**src/sice_pkg.sv**
```systemverilog
// Package with the constants and codes of the safety input channel evaluator.
package sice_pkg;
   // Clock and scan timing.
   localparam int unsigned CLK_PERIOD_NS = 5;
   localparam int unsigned NS_PER_MS = 1000000;
   localparam int unsigned CLK_PER_MS = NS_PER_MS / CLK_PERIOD_NS;
   localparam int unsigned SCAN_TIME_MS_DEF = 1;
   // Discrepancy time setting, held in steps of ten milliseconds.
   localparam int unsigned DISC_STEP_MS = 10;
   localparam int unsigned DISC_MAX_MS = 30000;
   localparam int unsigned DISC_DEF_MS = 30;
   localparam int unsigned DISC_W = 12;
   localparam int unsigned CNT_W = 16;
   localparam logic [DISC_W-1:0] DISC_MAX_SET =
      DISC_W'(DISC_MAX_MS / DISC_STEP_MS);
   localparam logic [DISC_W-1:0] DISC_DEF_SET =
      DISC_W'(DISC_DEF_MS / DISC_STEP_MS);
   localparam logic [DISC_W-1:0] DISC_OFF_SET = 12'h000;
   localparam logic [CNT_W-1:0] CNT_ZERO = 16'h0000;
   localparam logic [CNT_W-1:0] CNT_ONE = 16'h0001;
   localparam logic [CNT_W-1:0] CNT_MAX = 16'hFFFF;
   localparam logic [31:0] SCAN_CNT_ZERO = 32'h00000000;
   localparam logic [31:0] SCAN_CNT_ONE = 32'h00000001;
   // Input type codes on the configuration port.
   localparam logic [2:0] TYPE_SINGLE = 3'h0;
   localparam logic [2:0] TYPE_DUAL_EQ = 3'h1;
   localparam logic [2:0] TYPE_DUAL_CO = 3'h2;
   localparam logic [2:0] TYPE_DUAL_EQ2 = 3'h3;
   localparam logic [2:0] TYPE_DUAL_CO2 = 3'h4;
   localparam logic [2:0] TYPE_DEF = TYPE_DUAL_EQ;
   // Block class codes, which select the startup behaviour.
   localparam logic [1:0] CLASS_MONITOR = 2'h0;
   localparam logic [1:0] CLASS_COUNT = 2'h1;
   localparam logic [1:0] CLASS_TWOHAND = 2'h2;
   localparam logic [1:0] CLASS_GATE = 2'h3;
   // Input bit positions.
   localparam int unsigned IN_CH1 = 0;
   localparam int unsigned IN_CH2 = 1;
   localparam int unsigned IN_CH3 = 2;
   localparam int unsigned IN_CH4 = 3;
   // Output arming states.
   typedef enum logic [3:0] {
      ST_STOP = 4'h1,
      ST_WAIT_OFF = 4'h2,
      ST_WAIT_ON = 4'h4,
      ST_RUN = 4'h8
   } sice_state_e;
endpackage

```
**src/sice_pair.sv**
```systemverilog
// One channel pair: status decode, discrepancy timer and error flag.
`timescale 1ns/1ps
module sice_pair
   import sice_pkg::*;
(
   input wire logic clk_i,
   input wire logic rst_n_i,
   input wire logic tick_i,
   input wire logic start_i,
   input wire logic en_i,
   input wire logic compl_i,
   input wire logic check_i,
   input wire logic a_i,
   input wire logic b_i,
   input wire logic [CNT_W-1:0] limit_i,
   output logic active_o,
   output logic inactive_o,
   output logic err_o
);
   logic [CNT_W-1:0] cnt;
   logic seen_active;
   logic err;
   wire b_ok = compl_i ? ~b_i : b_i;
   wire act_now = a_i & b_ok;
   wire inact_now = ~a_i & ~b_ok;
   wire disc_now = en_i & ~act_now & ~inact_now;
   // A timeout is only seen while the pair is still discrepant, so a valid
   // combination arriving in the same scan wins over the error.
   wire timeout = check_i & disc_now & (cnt >= limit_i);
   wire [CNT_W-1:0] next_cnt = (cnt == CNT_MAX) ? cnt : cnt + CNT_ONE;
   // The error seen outside is this scan's new value, so the discrepancy and fault
   // flags rise in the very scan that times out rather than one scan late.
   wire next_err = (start_i | ~en_i) ? 1'b0 :
                   timeout ? 1'b1 :
                   (err & seen_active & inact_now) ? 1'b0 : err;

   assign active_o = act_now;
   assign inactive_o = inact_now;
   assign err_o = next_err;

   always_ff @(posedge clk_i or negedge rst_n_i) begin
      if (!rst_n_i) begin
         cnt <= CNT_ZERO;
      end else if (tick_i) begin
         if (start_i || !disc_now) begin
            cnt <= disc_now ? CNT_ONE : CNT_ZERO;
         end else begin
            cnt <= next_cnt;
         end
      end
   end

   always_ff @(posedge clk_i or negedge rst_n_i) begin
      if (!rst_n_i) begin
         err <= 1'b0;
         seen_active <= 1'b0;
      end else if (tick_i) begin
         err <= next_err;
         if (start_i || !en_i) begin
            seen_active <= 1'b0;
         end else if (timeout) begin
            seen_active <= seen_active;
         end else if (err && act_now) begin
            seen_active <= 1'b1;
         end else if (err && seen_active && inact_now) begin
            seen_active <= 1'b0;
         end
      end
   end
endmodule

```
**src/sice_eval.sv**
```systemverilog
// Safety input channel evaluator: scan timing, truth tables and startup.
`timescale 1ns/1ps
module sice_eval
   import sice_pkg::*;
#(
   parameter int unsigned SCAN_TIME_MS = SCAN_TIME_MS_DEF,
   parameter int unsigned SCAN_CLKS = SCAN_TIME_MS_DEF * CLK_PER_MS
)
(
   input wire logic CLK_I,
   input wire logic RST_N_I,
   input wire logic RUN_I,
   input wire logic CFG_LOAD_I,
   input wire logic [2:0] CFG_TYPE_I,
   input wire logic [DISC_W-1:0] CFG_DISC_I,
   input wire logic [1:0] CLASS_I,
   input wire logic FUNC_TEST_I,
   input wire logic [3:0] IN_I,
   output logic PERMIT_O,
   output logic DISC_ERR_O,
   output logic FAULT_O,
   output logic COUNT_O,
   output logic ACTIVE_O,
   output logic ARMED_O,
   output logic CFG_ERR_O,
   output logic SCAN_O
);
   logic [31:0] scan_cnt;
   logic [2:0] in_type;
   logic [DISC_W-1:0] disc_set;
   logic running;
   logic prev_active;
   logic permit;
   logic disc_err;
   logic fault;
   logic count_pulse;
   logic cfg_err;
   sice_state_e state;
   sice_state_e next_state;
   logic p0_act;
   logic p0_inact;
   logic p0_err;
   logic p1_act;
   logic p1_inact;
   logic p1_err;

   // Scan cycle tick: all evaluation happens on this one-clock strobe.
   wire scan_end = (scan_cnt == 32'(SCAN_CLKS - 1));
   wire tick = scan_end;
   // Start of operation is the first scan that sees the run request.
   wire start = tick & RUN_I & ~running;

   // Input type decode.
   wire ty_single = (in_type == TYPE_SINGLE);
   wire ty_co = (in_type == TYPE_DUAL_CO) || (in_type == TYPE_DUAL_CO2);
   wire ty_two = (in_type == TYPE_DUAL_EQ2) || (in_type == TYPE_DUAL_CO2);
   wire type_ok = (CFG_TYPE_I == TYPE_SINGLE) ||
                  (CFG_TYPE_I == TYPE_DUAL_EQ) ||
                  (CFG_TYPE_I == TYPE_DUAL_CO) ||
                  (CFG_TYPE_I == TYPE_DUAL_EQ2) ||
                  (CFG_TYPE_I == TYPE_DUAL_CO2);
   wire disc_ok = (CFG_DISC_I <= DISC_MAX_SET);
   wire cfg_ok = type_ok & disc_ok;

   // Discrepancy time in scans: the error fires on the first scan whose
   // elapsed time strictly exceeds the setting, which lands the effect in
   // the window between that multiple and one scan later.
   wire [31:0] disc_ms = 32'(disc_set) * DISC_STEP_MS;
   wire [CNT_W-1:0] disc_limit =
      CNT_W'(disc_ms / SCAN_TIME_MS + 1);
   wire disc_check = (disc_set != DISC_OFF_SET);

   // Evaluated input status per type.
   wire single_act = IN_I[IN_CH1];
   wire pair_act = ty_two ? (p0_act & p1_act) : p0_act;
   wire eval_active = ty_single ? single_act : pair_act;
   wire eval_inactive = ty_single ? ~IN_I[IN_CH1] :
                        (ty_two ? (p0_inact & p1_inact) : p0_inact);
   wire any_err = p0_err | p1_err;
   wire rise = eval_active & ~prev_active;

   // Class decode for the startup behaviour.
   wire cls_count = (CLASS_I == CLASS_COUNT);
   wire cls_hand = (CLASS_I == CLASS_TWOHAND);
   wire cls_gate = (CLASS_I == CLASS_GATE);
   wire need_edge = cls_hand | (cls_gate & FUNC_TEST_I);
   wire next_permit = running & RUN_I & (next_state == ST_RUN) &
                      eval_active & ~any_err;

   sice_pair u_pair0 (
      .clk_i(CLK_I),
      .rst_n_i(RST_N_I),
      .tick_i(tick),
      .start_i(start),
      .en_i(~ty_single),
      .compl_i(ty_co),
      .check_i(disc_check),
      .a_i(IN_I[IN_CH1]),
      .b_i(IN_I[IN_CH2]),
      .limit_i(disc_limit),
      .active_o(p0_act),
      .inactive_o(p0_inact),
      .err_o(p0_err)
   );

   sice_pair u_pair1 (
      .clk_i(CLK_I),
      .rst_n_i(RST_N_I),
      .tick_i(tick),
      .start_i(start),
      .en_i(ty_two),
      .compl_i(ty_co),
      .check_i(disc_check),
      .a_i(IN_I[IN_CH3]),
      .b_i(IN_I[IN_CH4]),
      .limit_i(disc_limit),
      .active_o(p1_act),
      .inactive_o(p1_inact),
      .err_o(p1_err)
   );

   // Arming state machine; the next state is the one the permit obeys.
   always_comb begin
      next_state = state;
      case (state)
         ST_STOP: begin
            if (start) begin
               if (!need_edge) begin
                  next_state = ST_RUN;
               end else if (eval_active) begin
                  next_state = ST_WAIT_OFF;
               end else begin
                  next_state = ST_WAIT_ON;
               end
            end
         end
         ST_WAIT_OFF: begin
            if (eval_inactive) begin
               next_state = ST_WAIT_ON;
            end
         end
         ST_WAIT_ON: begin
            if (eval_active) begin
               next_state = ST_RUN;
            end
         end
         ST_RUN: begin
            if (cls_hand && !eval_active) begin
               next_state = ST_WAIT_ON;
            end
         end
         default: begin
            next_state = ST_STOP;
         end
      endcase
      if (!RUN_I) begin
         next_state = ST_STOP;
      end
   end

   always_ff @(posedge CLK_I or negedge RST_N_I) begin
      if (!RST_N_I) begin
         scan_cnt <= SCAN_CNT_ZERO;
      end else if (scan_end) begin
         scan_cnt <= SCAN_CNT_ZERO;
      end else begin
         scan_cnt <= scan_cnt + SCAN_CNT_ONE;
      end
   end

   // Configuration is refused whole when any field is out of range, so a
   // half-applied setting can never reach the evaluation.
   always_ff @(posedge CLK_I or negedge RST_N_I) begin
      if (!RST_N_I) begin
         in_type <= TYPE_DEF;
         disc_set <= DISC_DEF_SET;
         cfg_err <= 1'b0;
      end else if (CFG_LOAD_I) begin
         cfg_err <= ~cfg_ok;
         if (cfg_ok) begin
            in_type <= CFG_TYPE_I;
            disc_set <= CFG_DISC_I;
         end
      end
   end

   always_ff @(posedge CLK_I or negedge RST_N_I) begin
      if (!RST_N_I) begin
         state <= ST_STOP;
         running <= 1'b0;
      end else if (tick) begin
         state <= next_state;
         running <= RUN_I;
      end
   end

   // At startup the count is masked in the start scan, while running is still low, so an
   // input that is already on yields no count.
   always_ff @(posedge CLK_I or negedge RST_N_I) begin
      if (!RST_N_I) begin
         prev_active <= 1'b0;
         count_pulse <= 1'b0;
      end else if (tick) begin
         prev_active <= eval_active;
         count_pulse <= cls_count & running & RUN_I & ~start & rise &
                        ~any_err;
      end else begin
         count_pulse <= 1'b0;
      end
   end

   always_ff @(posedge CLK_I or negedge RST_N_I) begin
      if (!RST_N_I) begin
         permit <= 1'b0;
         disc_err <= 1'b0;
         fault <= 1'b0;
      end else if (tick) begin
         permit <= next_permit | (start & next_state == ST_RUN &
                   eval_active);
         disc_err <= any_err;
         fault <= any_err;
      end
   end

   assign PERMIT_O = permit;
   assign DISC_ERR_O = disc_err;
   assign FAULT_O = fault;
   assign COUNT_O = count_pulse;
   assign ACTIVE_O = prev_active;
   assign ARMED_O = (state == ST_RUN);
   assign CFG_ERR_O = cfg_err;
   assign SCAN_O = tick;
endmodule

```
**config.mk**
```make
export PLATFORM = sky130hd
export DESIGN_NAME = sice_eval
export DESIGN_NICKNAME = d
export VERILOG_FILES = /design/src/sice_pkg.sv /design/src/sice_pair.sv /design/src/sice_eval.sv
export SDC_FILE = /design/constraint.sdc
export NUM_CORES = 1
export LEC_CHECK = 0
export BUFFER_PORTS_ARGS = -buffer_cell sky130_fd_sc_hd__buf_2
export CORE_MARGIN = 1.5
export CORE_UTILIZATION = 56
export CTS_CLUSTER_DIAMETER = 50
export DETAILED_ROUTE_END_ITERATION = 6
export GPL_ROUTABILITY_DRIVEN = 0
export PLACE_DENSITY = 0.77
export SYNTH_ARGS = -nofsm -noshare
export SYNTH_HDL_FRONTEND = slang
export SYNTH_SLANG_ARGS = --single-unit
```
**constraint.sdc**
```tcl
create_clock -name CLK_I -period 4 [get_ports CLK_I]
set_input_delay 1 -clock CLK_I [delete_from_list [all_inputs] [get_ports CLK_I]]
set_output_delay 1 -clock CLK_I [all_outputs]
set_load 0.02 [all_outputs]
```
Word level (Yosys, flattened, before mapping)
Cells that the tools add are included.
{ "totals": {"out_inout_bits": 8, "in_bits": 26, "ff_bits": 93, "elab_cells": 169} }
{ "classes": {"bitwise": 56, "add_sub_neg": 4, "muxes": 36, "reduce_logical": 31, "n_mul": 1, "magnitude_cmp": 3, "n_eq_ne": 22} }
{ "ops": {"columns": ["op", "count"], "rows": [
  ["$mux 16", 4],
  ["$add 16x1->16 const B", 3],
  ["$and 1x1->1", 34],
  ["$add 32x1->32 const B", 1],
  ["$eq 16x16->1 const B", 2],
  ["$eq 32x18->1 const B", 1],
  ["$ge 16x16->1", 2],
  ["$mux 32", 1],
  ["$mux 4", 6],
  ["$mux 1", 23],
  ["$not 1->1", 17],
  ["$pmux 4 s4", 1],
  ["$mul 12x3->15 const B", 1],
  ["$eq 3x2->1 const B", 4],
  ["$le 12x12->1 const B", 1],
  ["$reduce_bool 12->1", 1],
  ["$logic_or 1x1->1", 10],
  ["$eq 4x4->1 const B", 2],
  ["$ne 2x2->1 const B", 4],
  ["$logic_and 1x1->1", 7],
  ["$eq 3x3->1 const B", 2],
  ["$logic_not 3->1", 2],
  ["$reduce_and 2->1", 3],
  ["$reduce_and 3->1", 2],
  ["other kinds (10)", 19]
]} }

Logic depth before layout (Yosys ltp)
Gate-level depths: netlist of the first run.
{ "depth": {"depth_word": 17, "mapped_depth": 17, "ltp_nobuf": 17} }

Hierarchy
A second synthesis of the first run with hierarchy kept.
{ "hier_totals": {"cells_unflattened": 672, "area_unflattened_um2": 6309.8} }
{ "by_module_without_submodules": {"columns": ["module", "cells_each", "instances", "seq_area_each_um2", "area_each_um2"], "rows": [
  ["sice_eval", 346, 1, 1431.4, 3467.1],
  ["sice_pair", 163, 2, 450.4, 1421.4]
]} }

Worst setup path after synthesis of the first run
No wires, ideal clock.
{ "synth_timing": {"kind": "flip-flop to flip-flop", "startpoint": "register disc_set[1]", "endpoint": "register count_pulse, in the netlist COUNT_O", "path_buffers": 0, "synth_period_minus_slack_ns": 4.033, "slack_ns": -0.033, "setup_time_ns": 0.095, "arrival_ns": 3.938, "path_stages_with_launch": 16, "required_ns": 3.905, "cell_sequence": "dfstp_2 ha_1 ha_1 fa_1 a21oi_1 o22ai_1 or3_1 nand2_1 ha_1 and4_1 a221o_1 a221o_1 maj3_1 a21oi_1 o211ai_1 nor4b_2"} }
{ "synth_between": {"elab_chain_cells": 10, "word_cells_on_any_way": 17, "cone_classes": "1 x add/sub; 1 x mul; 2 x order compare; 5 x mux; 7 x bitwise; 1 x reduce/logical"} }
{ "synth_lines": {"columns": ["item", "line_no", "rtl"], "rows": [
  ["start, declared", "sice_eval.sv:30", "logic [DISC_W-1:0] disc_set;"],
  ["start signal, assigned", "sice_eval.sv:176", "disc_set <= DISC_DEF_SET;"],
  ["start signal, assigned", "sice_eval.sv:182", "disc_set <= CFG_DISC_I;"],
  ["$mul 12x3->15", "sice_eval.sv:68", "wire [31:0] disc_ms = 32'(disc_set) * DISC_STEP_MS;"],
  ["$add 16x1->16", "sice_eval.sv:70", "CNT_W'(disc_ms / SCAN_TIME_MS + 1);"],
  ["$ge 16x16->1", "sice_pair.sv:29", "wire timeout = check_i & disc_now & (cnt >= limit_i);"],
  ["$and 1x1->1", "sice_pair.sv:29", null],
  ["$mux 1", "sice_pair.sv:34", "timeout ? 1'b1 :"],
  ["$mux 1", "sice_pair.sv:33", "wire next_err = (start_i | ~en_i) ? 1'b0 :"],
  ["$or 1x1->1 (*)", "sice_eval.sv:79", "wire any_err = p0_err | p1_err;"],
  ["$not 1->1 (*)", "sice_eval.sv:206", "~any_err;"],
  ["$and 1x1->1 (*)", "sice_eval.sv:205", "count_pulse <= cls_count & running & RUN_I & ~start & rise &"],
  ["$mux 1 (*)", "sice_eval.sv:203", "end else if (tick) begin"],
  ["end signal, assigned", "sice_eval.sv:205", null],
  ["end, declared", "sice_eval.sv:36", "logic count_pulse;"]
]} }
Every way passes the cells marked *; elsewhere a longest branch is shown, timed or not.
A chain may end at the register's enable or synchronous reset.

Final worst setup path of the first run
{ "layout_timing": {"startpoint": "register disc_set[3]", "endpoint": "register fault, in the netlist FAULT_O"} }
{ "layout_between": {"elab_chain_cells": 7, "word_cells_on_any_way": 14, "cone_classes": "1 x add/sub; 1 x mul; 2 x order compare; 4 x mux; 5 x bitwise; 1 x reduce/logical"} }
{ "layout_lines": {"columns": ["item", "line_no", "rtl"], "rows": [
  ["$mul 12x3->15", "sice_eval.sv:68", null],
  ["$add 16x1->16", "sice_eval.sv:70", null],
  ["$ge 16x16->1", "sice_pair.sv:29", null],
  ["$and 1x1->1", "sice_pair.sv:29", null],
  ["$mux 1", "sice_pair.sv:34", null],
  ["$mux 1", "sice_pair.sv:33", null],
  ["$or 1x1->1 (*)", "sice_eval.sv:79", null],
  ["end signal, assigned", "sice_eval.sv:221", "fault <= any_err;"],
  ["end, declared", "sice_eval.sv:35", "logic fault;"]
]} }
Marked as above.

==> results summary, run 1 <==
The run finished with clean final reports. The total count of max-transition violations in the final report came out at 0. The number of endpoints failing setup at the final stage came out at 0. The height of the die came out at 106.9 um. The number of inserted filler cells in the final layout came out at 833. The detailed-route wire length per cell is between 15 and 20 um. The total power consumption of the routed design came out at approximately 2.7 mW. The warning count from the yosys run came out at 0. The pin slew with the least headroom to its limit came out at between 0.8 and 0.9 ns. The number of buffers inserted by hold repair at cts is 0. The multi-input combinational cells in the finished layout cover a total of 3685 um2. The area used by sequential logic in the layout came out at around 2300 um2. The final clock period utilization by the worst path came out at 0.9823. The number of nets with antenna violations after detailed routing is 0.

The worst hold path startpoint is scan_cnt[31]. The via count of the routed design came out at 4,964. The share of Yosys cell area claimed by the top area cell type came out at 0.3688. The initial antenna violation count was 0.

Clock-pin slew was measured on the worst setup and hold paths at around 0.1 ns. The clock drives 93 sinks. In the global route stage, overall resource usage came out at 0.2535.

The clock skew is between 0.01 and 0.015 ns. The effective utilization at floorplan came out at 0.5798. The first global-routing pass estimated around 23,000 um of wire. The path depth of the worst reg2reg path is 19. The root buffer cell chosen for the clock tree is sky130_fd_sc_hd__clkbuf_8.

The largest net degree at the start of global routing is 34. The number of buffers inserted during clock tree synthesis came out at 9. The endpoint with the worst hold slack is scan_cnt[31]. The startpoint identified for the worst register-to-register timing path is disc_set[3]. From left edge to right edge, the die measures roughly 110 um. The post-route worst hold slack is approximately 0.48 ns. The residual overflow from global routing is 0. Across all register-to-register paths, the minimum setup slack is between 0.07 and 0.08 ns. In this run the deepest clock path goes through 2 buffers. VDD sags by at most around 0.00028 V. The number of stages on the worst hold path is 1. The sequential area share after synthesis is 0.3862. The async set or reset register ratio after synthesis came out at 1.000. For this design the static power due to leakage is 3.138 nW. The met1 track utilization from global routing came out at 0.3274. The H-tree depth is 3.

The maximum fanout along the worst path is 3. For this run, the top clock speed supported by timing is about 0.25 GHz. The arrival time at the worst endpoint came out at approximately 4.2 ns. The number of nets produced by synthesis is 713. The hold violation count in the final report is 0. In the global route stage, met2 resource usage came out at 0.4222. In this run the count of I/O pins placed on the die edge is 34. The max capacitance violation total is 0. The synthesis-stage register bit count is 93. The layer carrying the most global-route usage is met2.

The nature of the critical path startpoint is a flop. The worst register-to-register path ends at FAULT_O. In this run the worst hold path is classified as flop to flop.

The clock latency of the later-clocked register in the worst-skew pair came out at between 0.3 and 0.4 ns. The setup path with the least slack is of type flop to flop. Setup repair after global routing could not meet its margin everywhere. The CTS tree is yes. The growth of design area from synthesis to finish is 13.47%. The instance count of the mapped netlist came out at about 640. In this run, synthesis inferred 0 flip-flops with an integrated enable. The count of different cell masters after synthesis is 70. The number of inserted diodes is 0. For the worst setup path, the data required time is about 4.3 ns. The fraction of final layout cells sized beyond drive strength 1 is 0.1980. In the post-synthesis netlist, the biggest area contributors are sky130_fd_sc_hd__dfrtp_1, sky130_fd_sc_hd__ha_1, sky130_fd_sc_hd__xnor2_1.

Summed over all instances, the cell type with the most area after synthesis is sky130_fd_sc_hd__dfrtp_1. The number of DRC violations after detailed routing came out at 0. The routed design has 13,710 um of wire. In the final design database the tool counted around 770 nets. The die area is 11,420 um2. The via count of the first global-routing pass is between 5k and 6k. The summed instance area of the synthesized netlist came out at slightly above 6000 um2.

After detailed routing, the number of vias per cell comes to about 6.0. The placed wire-length estimate is 9958 um. The number of optimization iterations in the first detailed-route pass came out at 5. The worst setup path is captured at a flop.

The standard cell core area is between 10,000 and 15,000 um2. The relative max-transition margin came out at 0.4191. The number of DRC markers after the initial detailed-route iteration is a little over 300.

The mean area per synthesized cell came out at 9.481 um2. The post-route minimum period came out at 3.929 ns. The most instantiated flip-flop cell in the synthesis netlist is sky130_fd_sc_hd__dfrtp_1.

The number of input and output port buffers inserted came out at 33. The non-filler instance count after layout is 833. In this run the core area contains 37 standard-cell rows.

The number of placed instances, taps included, is between 800 and 900. Power spread over the standard cell area amounts to ~400 nW/um2. The met3 track demand over resource in global routing is 0.04012.
-- per-stage QoR --
step           setup TNS, ns  utilization  area (um2)  setup slack [ns]
2_1_floorplan              0            -        6047           0.01674
3_3_place_gp         -0.2090       0.6180        6437           -0.1274
3_5_place_dp         -0.4602       0.6180        6437           -0.2201
4_1_cts             -0.04249       0.6455        6724          -0.04249
5_1_grt              -0.4725       0.6579        6853           -0.1557
6_report                   0       0.6579        6853           0.07079
-- Yosys cell counts, types with 3 or more instances --
master,count
sky130_fd_sc_hd__dfrtp_1,89
sky130_fd_sc_hd__nor2_1,65
sky130_fd_sc_hd__ha_1,49
sky130_fd_sc_hd__nand2_1,47
sky130_fd_sc_hd__xnor2_1,37
sky130_fd_sc_hd__nand3_1,32
sky130_fd_sc_hd__o21ai_0,31
sky130_fd_sc_hd__xor2_1,28
sky130_fd_sc_hd__a21oi_1,22
sky130_fd_sc_hd__inv_1,22
sky130_fd_sc_hd__and3_1,19
sky130_fd_sc_hd__nand4_1,17
sky130_fd_sc_hd__mux2_2,15
sky130_fd_sc_hd__nor3_1,12
sky130_fd_sc_hd__clkbuf_1,11
sky130_fd_sc_hd__nand2b_1,9
sky130_fd_sc_hd__a31oi_1,8
sky130_fd_sc_hd__nor4_1,8
sky130_fd_sc_hd__nor2b_1,7
sky130_fd_sc_hd__o22ai_1,6
sky130_fd_sc_hd__and2_1,5
sky130_fd_sc_hd__o211ai_1,5
sky130_fd_sc_hd__or3_1,5
sky130_fd_sc_hd__a21o_1,4
sky130_fd_sc_hd__and4_1,4
sky130_fd_sc_hd__dfstp_2,4
sky130_fd_sc_hd__a211o_1,3
sky130_fd_sc_hd__a211oi_1,3
sky130_fd_sc_hd__a22oi_1,3
sky130_fd_sc_hd__buf_2,3
sky130_fd_sc_hd__nor4b_1,3
sky130_fd_sc_hd__o21a_1,3
sky130_fd_sc_hd__o22a_1,3
sky130_fd_sc_hd__or2_2,3
-- layout by cell type, fill, tap and decap left out, types with 8 or more instances in the layout --
| master | Yosys | layout |
|---|---|---|
| sky130_fd_sc_hd__a21oi_1 | 22 | 16 |
| sky130_fd_sc_hd__a31oi_1 | 8 | 8 |
| sky130_fd_sc_hd__and3_1 | 19 | 19 |
| sky130_fd_sc_hd__buf_2 | 3 | 32 |
| sky130_fd_sc_hd__buf_4 | 2 | 30 |
| sky130_fd_sc_hd__clkbuf_8 | 0 | 9 |
| sky130_fd_sc_hd__dfrtp_1 | 89 | 87 |
| sky130_fd_sc_hd__ha_1 | 49 | 42 |
| sky130_fd_sc_hd__inv_1 | 22 | 22 |
| sky130_fd_sc_hd__mux2_2 | 15 | 15 |
| sky130_fd_sc_hd__nand2_1 | 47 | 46 |
| sky130_fd_sc_hd__nand2b_1 | 9 | 9 |
| sky130_fd_sc_hd__nand3_1 | 32 | 32 |
| sky130_fd_sc_hd__nand4_1 | 17 | 17 |
| sky130_fd_sc_hd__nor2_1 | 65 | 65 |
| sky130_fd_sc_hd__nor3_1 | 12 | 12 |
| sky130_fd_sc_hd__nor4_1 | 8 | 8 |
| sky130_fd_sc_hd__o21ai_0 | 31 | 29 |
| sky130_fd_sc_hd__xnor2_1 | 37 | 37 |
| sky130_fd_sc_hd__xor2_1 | 28 | 27 |
-- per-layer routing --
layer  wire (um)  up-vias
li1            -     2400
met1        6184     2422
met2        6718      115
met3         530       27
met4         281        0
met5           0        -
-- how the worst max path moves through the flow --
stage                            from       to  slack (ns)  cells after the start
after global routing      disc_set[3]  COUNT_O       -0.16                     18
after floorplan           disc_set[1]  COUNT_O        0.02                     15
after global placement    disc_set[1]  COUNT_O       -0.13                     15
final                     disc_set[3]  FAULT_O        0.07                     19
after CTS                 disc_set[1]  COUNT_O       -0.04                     15
after detailed placement  disc_set[1]  COUNT_O       -0.22                     15
-- sequential cells by signal, indices dropped and copies added, names as in the netlist, 3 cells and up --
signal and flops:
disc_set 12, u_pair1.cnt 16, in_type 3, scan_cnt 32, u_pair0.cnt 16, state 4
-- repair_timing --
| action | 4_1_cts | 5_1_grt |
|---|---|---|
| endpoints found under the hold margin | 0 | 0 |
| endpoints found under the setup margin | 4 | 5 |
| pin swaps | 15 | 22 |
| buffers inserted | 6 | 4 |
| resized for setup | 13 | 18 |
-- power by group --
group / internal (mW) / switching, mW
sequential: 0.975 / 0.0482
clock: 0.228 / 0.353
combinational: 0.552 / 0.578
-- layout make-up --
cell class                      instances  share of cell area
Clock buffer                           11             0.01917
Clock inverter                          5            0.005295
Inverter                               23             0.01442
Multi-Input combinational cell        502              0.5377
Sequential cell                        93              0.3407
Tap cell                              136             0.02483
Timing Repair Buffer                   63             0.05788
-- kinds of logic after synthesis --
| kind of cell | after synthesis | synth area share |
|---|---|---|
| AO/OA/AOI/OAI | 118 | 0.1299 |
| XOR/XNOR | 66 | 0.09799 |
| adder cells (fa/ha/maj) | 52 | 0.1081 |
| buffers and inverters | 42 | 0.03252 |
| flip-flops | 93 | 0.3862 |
| multiplexers | 17 | 0.03128 |
| AND/OR/NAND/NOR | 249 | 0.2140 |
-- critical path, cell delays in order (launching register included) --
cell and delay [ns]:
sky130_fd_sc_hd__dfrtp_1 0.41, sky130_fd_sc_hd__buf_6 0.13, sky130_fd_sc_hd__ha_4 0.23, sky130_fd_sc_hd__ha_4 0.16
sky130_fd_sc_hd__fa_2 0.37, sky130_fd_sc_hd__a21oi_4 0.15, sky130_fd_sc_hd__o22ai_2 0.11, sky130_fd_sc_hd__o21ai_2 0.19
sky130_fd_sc_hd__nand2b_1 0.09, sky130_fd_sc_hd__a21oi_2 0.14, sky130_fd_sc_hd__xor2_1 0.23, sky130_fd_sc_hd__ha_1 0.29
sky130_fd_sc_hd__o2111ai_2 0.09, sky130_fd_sc_hd__a21oi_1 0.06, sky130_fd_sc_hd__a221o_1 0.36, sky130_fd_sc_hd__maj3_2 0.35
sky130_fd_sc_hd__a21oi_4 0.14, sky130_fd_sc_hd__buf_4 0.13, sky130_fd_sc_hd__nor2_1 0.04, sky130_fd_sc_hd__o22a_1 0.16
Note: power is estimated with default switching activity, not from simulation.
==> run 2, diff against run 1 <==
--- a/config.mk
+++ b/config.mk
@@ -11,7 +11,8 @@
 export CTS_CLUSTER_DIAMETER = 50
 export DETAILED_ROUTE_END_ITERATION = 6
 export GPL_ROUTABILITY_DRIVEN = 0
-export PLACE_DENSITY = 0.77
+export PLACE_DENSITY_LB_ADDON = 0.3
+export SETUP_SLACK_MARGIN = 0.5
 export SYNTH_ARGS = -nofsm -noshare
 export SYNTH_HDL_FRONTEND = slang
 export SYNTH_SLANG_ARGS = --single-unit
==> results summary, run 2 (synthesized netlist as in run 1, its figures left out) <==
The placed wire-length estimate is 9690 um (was 9958 um). The number of DRC violations after detailed routing is 0 (unchanged). The most common cell after layout, fill and taps aside is sky130_fd_sc_hd__dfrtp_1 (unchanged).

The worst-case register-to-register setup slack came out at -0.04 ns (was 0.07 ns). The number of I/O pins is 34 (unchanged). The clock skew came out at 0.01395 ns (was 0.01221 ns). The number of stages on the worst hold path came out at 1 (unchanged). The number of nets with antenna violations after detailed routing came out at 0 (unchanged).

The flip-flop count of the largest register after layout came out at 32 (unchanged). The global router's overall resource usage was 0.2416 (was 0.2535). The pin slew with the least headroom to its limit came out at 0.9156 ns (was 0.8682 ns). The worst slack at placement came out at -0.1045 ns (was -0.2201 ns). The post-route worst hold slack came out at 0.4844 ns (was 0.4764 ns). The placement row count is 37 (unchanged). The detailed-route wire length is 13,390 um (was 13,710 um).

The arrival time at the worst endpoint came out at 4.33 ns (was 4.21 ns). The worst flop-to-flop path endpoint is COUNT_O (was FAULT_O). The CTS tree is yes (unchanged). The number of buffers inserted during clock tree synthesis is 9 (unchanged). The number of endpoints failing setup at the final stage was 2 (was 0).

The detailed-route wire length per cell came out at 16.19 um (was 16.46 um). The residual overflow from global routing came to 0 (unchanged). The fraction of final layout cells sized beyond drive strength 1 was 0.1939 (was 0.1980). The via count of the routed design came out at 4,921 (was 4,964). The via count of the first global-routing pass came to 4,754 (was 5,004). The final clock period utilization by the worst path was 1.011 (was 0.9823). The number of sinks on the clock net came out at 93 (unchanged).

The die width came out at 106.9 um (unchanged). The effective utilization at floorplan came out at 0.5798 (unchanged). The relative max-transition margin came out at 0.3873 (was 0.4191). The total count of max-transition violations in the final report came out at 0 (unchanged). The growth of design area from synthesis to finish came to 13.86% (was 13.47%).

Outcome: finished, violations left (was completed). The standard cell core area came out at 10,420 um2 (unchanged). The height of the die is 106.9 um (unchanged). The post-route minimum period is 4.045 ns (was 3.929 ns). The max capacitance violation total is 0 (unchanged). The number of buffers between clock root and the deepest sink is 2 (unchanged). The power density over the cells was 407.2 nW/um2 (was 399.0 nW/um2). Commonest cells after routing, fill and taps aside: sky130_fd_sc_hd__dfrtp_1, sky130_fd_sc_hd__nor2_1, sky130_fd_sc_hd__nand2_1 (unchanged).

The hold violation count in the final report is 0 (unchanged). The endpoint with the worst hold slack is scan_cnt[4] (was scan_cnt[31]). The area used by sequential logic in the layout came out at 2335 um2 (unchanged). The final design utilization is 0.6602 (was 0.6579). The number of input and output port buffers inserted is 33 (unchanged). The launching point of the worst reg2reg path was disc_set[1] (was disc_set[3]).

The H-tree depth came to 3 (unchanged). The maximum ir drop on the vdd rail came out at 0.0002440 V (was 0.0002753 V). The critical setup path kind is flop to flop (unchanged).

The register name with the most flops is scan_cnt (unchanged). The nature of the critical path startpoint is a flop (unchanged). The initial antenna violation count is 0 (unchanged). RSZ-0062 raised after global routing: yes (unchanged). The maximum fanout along the worst path is 3 (unchanged). The path depth of the worst reg2reg path is 16 (was 19). The type of the most critical hold path is flop to flop (unchanged). The clock latency of the later-clocked register in the worst-skew pair is 0.37 ns (was 0.39 ns). The detailed-route vias per instance came out at 5.950 (was 5.959). The final instance area is 6877 um2 (was 6853 um2).

The largest net degree at the start of global routing is 51 (was 34). The root cell of the clock tree is sky130_fd_sc_hd__clkbuf_8 (unchanged). The clock-pin slew on the worst setup and hold paths is 0.10 ns (about the same). The instance area after placement is 6435 um2 (was 6437 um2).

The final worst-path setup slack was -0.04474 ns (was 0.07079 ns). The global-route wire length before repair was 21,960 um (was 23,150 um). The multi-input logic area came to 3695 um2 (was 3685 um2). The die area is 11,420 um2 (unchanged). The number of inserted diodes was 0 (unchanged). Regs by FF count: scan_cnt (32), u_pair0.cnt (16), u_pair1.cnt (16) (unchanged). The final reports fail on setup timing. The number of inserted filler cells in the final layout is 838 (was 833). The worst hold path startpoint is scan_cnt[4] (was scan_cnt[31]). The number of DRC markers after the initial detailed-route iteration is 272 (was 309). The critical path data required time came out at 4.28 ns (about the same).

The fmax came out at 0.2472 GHz (was 0.2545 GHz). The sort of element at the end of the critical path is a flop (unchanged). The number of optimization iterations in the first detailed-route pass came out at 5 (unchanged). The number of nets in the layout came to 762 (was 768). The leakage power of the design came out at 3.144 nW (was 3.138 nW).
run 2: cell types whose count changed in the layout (fill, tap and decap cells not counted), moves of 2 or more:
cell	delta
sky130_fd_sc_hd__buf_4	-7
sky130_fd_sc_hd__clkinvlp_4	-3
sky130_fd_sc_hd__ha_1	-2
sky130_fd_sc_hd__ha_4	+2
sky130_fd_sc_hd__bufinv_16	+2
sky130_fd_sc_hd__clkinv_4	+2
run 2: repair_timing:
| action | 4_1_cts | 5_1_grt |
|---|---|---|
| hold buffers | 0 | 0 |
| setup buffers | 8 | 4 |
| endpoints found under the setup margin | 5 | 6 |
| pin swaps | 6 | 3 |
| resized for setup | 9 | 13 |
run 2: cell type report:
cell class / instances / share of cell area
clock buffer: 10 / 0.01856
multi-input combinational: 502 / 0.5373
tap: 136 / 0.02475
clock inverter: 6 / 0.01383
sequential: 93 / 0.3395
timing repair buffer: 57 / 0.05167
inverter: 23 / 0.01437
run 2: power by group:
group	internal [mW]	switching, mW	leakage [nW]
combinational	0.509	0.550	1.87
sequential	0.975	0.0494	1.17
clock	0.359	0.357	0.111
total	1.84	0.957	3.14
run 2: worst max path at each step:
stage / start / to / slack [ns] / depth (start not counted)
2_1_floorplan: disc_set[1] / COUNT_O / 0.19 / 15
3_3_place_gp: disc_set[1] / COUNT_O / 0.04 / 15
3_5_place_dp: disc_set[1] / COUNT_O / -0.10 / 15
4_1_cts: disc_set[1] / COUNT_O / -0.03 / 15
5_1_grt: disc_set[1] / COUNT_O / -0.19 / 17
6_report: disc_set[1] / COUNT_O / -0.04 / 16
run 2: worst max-delay path, stage by stage (launching register included):
cell and delay, ns:
sky130_fd_sc_hd__dfstp_2 0.56, sky130_fd_sc_hd__ha_4 0.20, sky130_fd_sc_hd__ha_4 0.17, sky130_fd_sc_hd__fa_2 0.38, sky130_fd_sc_hd__a21oi_2 0.17, sky130_fd_sc_hd__o22ai_2 0.10
sky130_fd_sc_hd__or3_1 0.33, sky130_fd_sc_hd__nand2_2 0.11, sky130_fd_sc_hd__ha_4 0.21, sky130_fd_sc_hd__a21oi_1 0.14, sky130_fd_sc_hd__nand2_1 0.07, sky130_fd_sc_hd__a221o_1 0.30
sky130_fd_sc_hd__a221o_1 0.33, sky130_fd_sc_hd__maj3_2 0.36, sky130_fd_sc_hd__a21oi_4 0.18, sky130_fd_sc_hd__o211ai_1 0.12, sky130_fd_sc_hd__nor4b_2 0.22
run 2: metrics by stage:
stage                     TNS [ns]  instances  power, mW
after floorplan                  0        637      1.638
after global placement           0        799      1.883
after detailed placement   -0.1045        799      1.929
after CTS                 -0.04646        823      2.704
after global routing       -0.5092        827      2.960
final                     -0.06093        827      2.800
run 2: layer usage:
metal | vias to the layer above | routed length (um) | track usage
met5 | - | 0 | 0
met4 | 0 | 306 | 0.09143
met3 | 24 | 497 | 0.03343
met2 | 104 | 6385 | 0.3951
met1 | 2398 | 6205 | 0.3266
li1 | 2395 | - | -
==> run 3, diff against run 2 <==
--- a/config.mk
+++ b/config.mk
@@ -7,7 +7,7 @@
 export LEC_CHECK = 0
 export BUFFER_PORTS_ARGS = -buffer_cell sky130_fd_sc_hd__buf_2
 export CORE_MARGIN = 1.5
-export CORE_UTILIZATION = 56
+export CORE_UTILIZATION = 62
 export CTS_CLUSTER_DIAMETER = 50
 export DETAILED_ROUTE_END_ITERATION = 6
 export GPL_ROUTABILITY_DRIVEN = 0
==> constraint.sdc (replaced) <==
create_clock -name CLK_I -period 3.9 [get_ports CLK_I]
set_input_delay 0.975 -clock CLK_I [delete_from_list [all_inputs] [get_ports CLK_I]]
set_output_delay 0.975 -clock CLK_I [all_outputs]
set_load 0.02 [all_outputs]
==> results summary, run 3 (synthesized netlist as in run 1, its figures left out) <==
The final clock period utilization by the worst path is 1.064 (was 1.011). The worst flop-to-flop path endpoint is FAULT_O (was COUNT_O). The aggregate negative setup slack came to -0.6849 ns (was -0.06093 ns).

The critical setup path kind is flop to flop (unchanged). The number of DRC violations after detailed routing came to 0 (unchanged). The proportion of total power due to net switching came to 0.3634 (was 0.3418).

The worst hold path startpoint is scan_cnt[4] (unchanged). The max capacitance violation total is 0 (unchanged). The part of the total power dissipated in the clock network is 0.217 (was 0.256).

The number of DRC markers after the initial detailed-route iteration came to 335 (was 272). The instance area after placement came out at 6486 um2 (was 6435 um2). The leakage power of the design is 3.160 nW (was 3.144 nW). The H-tree depth was 3 (unchanged). The cell family contributing the most delay on the critical path is compound AO/OA/AOI/OAI gates (unchanged).

The global router's overall resource usage came out at 0.2847 (was 0.2416). The most common cell after layout, fill and taps aside is sky130_fd_sc_hd__dfrtp_1 (unchanged). The die width is 101.7 um (was 106.9 um). The growth of design area from synthesis to finish is 15.08% (was 13.86%). The die area is 10,340 um2 (was 11,420 um2).

The number of I/O pins came to 34 (unchanged). The placement row count came out at 35 (was 37). The standard cell core area was 9328 um2 (was 10,420 um2). The pin slew with the least headroom to its limit is 0.9032 ns (was 0.9156 ns). The CTS tree is yes (unchanged). The number of inserted diodes is 0 (unchanged). The number of nets in the layout came out at 771 (was 762). The path depth of the worst reg2reg path is 19 (was 16).

The flip-flop count of the largest register after layout came to 32 (unchanged). The fraction of power consumed by sequential logic is 0.360 (was 0.366). The slowest cell on the critical path is sky130_fd_sc_hd__dfstp_2 (unchanged). The type of the most critical hold path was flop to flop (unchanged). The post-route minimum period came out at 4.150 ns (was 4.045 ns). The switching component of the power came out at 1.068 mW (was 0.9570 mW). Regs by FF count: scan_cnt (32), u_pair0.cnt (16), u_pair1.cnt (16) (unchanged). The worst-case register-to-register setup slack is -0.25 ns (was -0.04 ns). The power density over the cells came out at 422.8 nW/um2 (was 407.2 nW/um2). Outcome: finished, violations left (unchanged). The number of nets with antenna violations after detailed routing is 0 (unchanged). The final instance area came out at 6950 um2 (was 6877 um2). The detailed-route wire length is 14,250 um (was 13,390 um). The height of the die came out at 101.7 um (was 106.9 um). The total count of max-transition violations in the final report came out at 0 (unchanged). The cell internal power dissipation is 1.871 mW (was 1.843 mW).

The number of stages on the worst hold path is 1 (unchanged). The detailed-route vias per instance came out at 6.206 (was 5.950). The number of buffers inserted by hold repair at cts was 0 (unchanged).

The clock skew came to 0.01890 ns (was 0.01395 ns). The arrival time at the worst endpoint is 4.40 ns (was 4.33 ns). The effective utilization at floorplan was 0.6475 (was 0.5798). The largest net degree at the start of global routing is 75 (was 51). The global-route wire length before repair came to 23,450 um (was 21,960 um). Commonest cells after routing, fill and taps aside: sky130_fd_sc_hd__dfrtp_1, sky130_fd_sc_hd__nor2_1, sky130_fd_sc_hd__nand2_1 (unchanged). The delay of the slowest cell on the worst path is 0.57 ns (was 0.56 ns). The maximum ir drop on the vdd rail came out at 0.0003254 V (was 0.0002440 V). The number of buffers inserted during clock tree synthesis is 9 (unchanged).

The final worst-path setup slack is -0.2496 ns (was -0.04474 ns). The placed wire-length estimate came to 9977 um (was 9690 um). The sort of element at the end of the critical path is a flop (unchanged). The fraction of final layout cells sized beyond drive strength 1 was 0.2157 (was 0.1939). The number of input and output port buffers inserted came out at 33 (unchanged). The critical path data required time is 4.15 ns (was 4.28 ns). The hold violation count in the final report was 0 (unchanged). The number of inserted filler cells in the final layout came out at 636 (was 838). The register name with the most flops is scan_cnt (unchanged). The area used by sequential logic in the layout came out at 2337 um2 (was 2335 um2).

The number of buffer and inverter stages on the critical path came out at 2 (was 0). The fraction of power consumed by combinational cells is 0.423 (was 0.378). The nature of the critical path startpoint is a flop (unchanged). The via count of the routed design is 5,145 (was 4,921).

The endpoint with the worst hold slack is scan_cnt[4] (unchanged). The clock-pin slew on the worst setup and hold paths came to 0.11 ns (was 0.10 ns). The via count of the first global-routing pass came out at 5,054 (was 4,754). The clock latency of the later-clocked register in the worst-skew pair is 0.37 ns (about the same). The launching point of the worst reg2reg path is disc_set[1] (unchanged). The number of optimization iterations in the first detailed-route pass came out at 5 (unchanged). The number of endpoints failing setup at the final stage was 4 (was 2).

The residual overflow from global routing came to 0 (unchanged). The relative max-transition margin came out at 0.3979 (was 0.3873). CP Cell Sequence: ha_4 > ha_4 > fa_2 > a21oi_2 > o22ai_2 > o21ai_2 > nand2b_1 > a21oi_1 > xor2_1 > ha_1 > o2111ai_1 > a21oi_1 > a221o_1 > maj3_2 > a21oi_4 > buf_6 > buf_6 > nor2_2 > o22a_1 (was ha_4 > ha_4 > fa_2 > a21oi_2 > o22ai_2 > or3_1 > nand2_2 > ha_4 > a21oi_1 > nand2_1 > a221o_1 > a221o_1 > maj3_2 > a21oi_4 > o211ai_1 > nor4b_2).

Violated checks: setup timing (unchanged). RSZ-0062 raised after global routing: yes (unchanged). The root cell of the clock tree was sky130_fd_sc_hd__clkbuf_8 (unchanged). The number of sinks on the clock net came to 93 (unchanged). The number of buffers between clock root and the deepest sink is 2 (unchanged). The initial antenna violation count is 0 (unchanged).

The fmax was 0.2410 GHz (was 0.2472 GHz). The multi-input logic area is 3736 um2 (was 3695 um2). The maximum fanout along the worst path is 3 (unchanged). The detailed-route wire length per cell is 17.19 um (was 16.19 um).
run 3: cell count changes in the layout (fill, tap and decap cells not counted), moves of 3 or more:
cell / previous run / this run
sky130_fd_sc_hd__ha_1: 40 / 36
sky130_fd_sc_hd__inv_8: 0 / 3
sky130_fd_sc_hd__buf_4: 23 / 31
sky130_fd_sc_hd__ha_4: 9 / 12
run 3: per-layer routing:
| metal | track usage | wire length [um] | up-vias |
|---|---|---|---|
| met5 | 0 | 0 | - |
| met4 | 0.1047 | 258 | 0 |
| met3 | 0.03382 | 702 | 32 |
| met2 | 0.4836 | 7187 | 179 |
| met1 | 0.3752 | 6100 | 2507 |
| li1 | - | - | 2427 |
run 3: metrics by stage:
step	setup WS (ns)	cells	util	total power, mW	hold slack (ns)
after global placement	-0.06032	800	0.6954	1.962	0.4537
final	-0.2496	829	0.7451	2.939	0.4800
after CTS	-0.09155	821	0.7250	2.738	0.4738
after floorplan	0.08796	637	-	1.680	0.4387
after global routing	-0.4462	829	0.7451	3.107	0.4804
after detailed placement	-0.1855	800	0.6954	2.025	0.4607
run 3: power by group through the flow:
stage          logic (mW)  registers [mW]  clock network (mW)
6_report             1.24            1.06               0.639
5_1_grt              1.36            1.06               0.686
4_1_cts              1.05            1.05               0.643
3_5_place_dp        0.958            1.07                   0
3_3_place_gp        0.897            1.07                   0
2_1_floorplan       0.633            1.05                   0
run 3: final cells by class:
type,count,area share
timing repair buffer,66,0.06139
clock inverter,7,0.009541
inverter,23,0.01422
clock buffer,9,0.01782
sequential,93,0.3363
multi-input combinational,502,0.5375
tap,129,0.02322
run 3: repair_timing:
action                                  CTS  global route
pin swaps                                 3            19
gates resized for setup                   9            22
setup buffers                             5             8
endpoints found under the setup margin    5             5
run 3: worst max path at each step:
stage                          to  depth (start not counted)         from
after floorplan           COUNT_O                         15  disc_set[1]
after global placement    COUNT_O                         15  disc_set[1]
after detailed placement  COUNT_O                         15  disc_set[2]
after CTS                 COUNT_O                         15  disc_set[1]
after global routing      COUNT_O                         17  disc_set[1]
final                     FAULT_O                         19  disc_set[1]
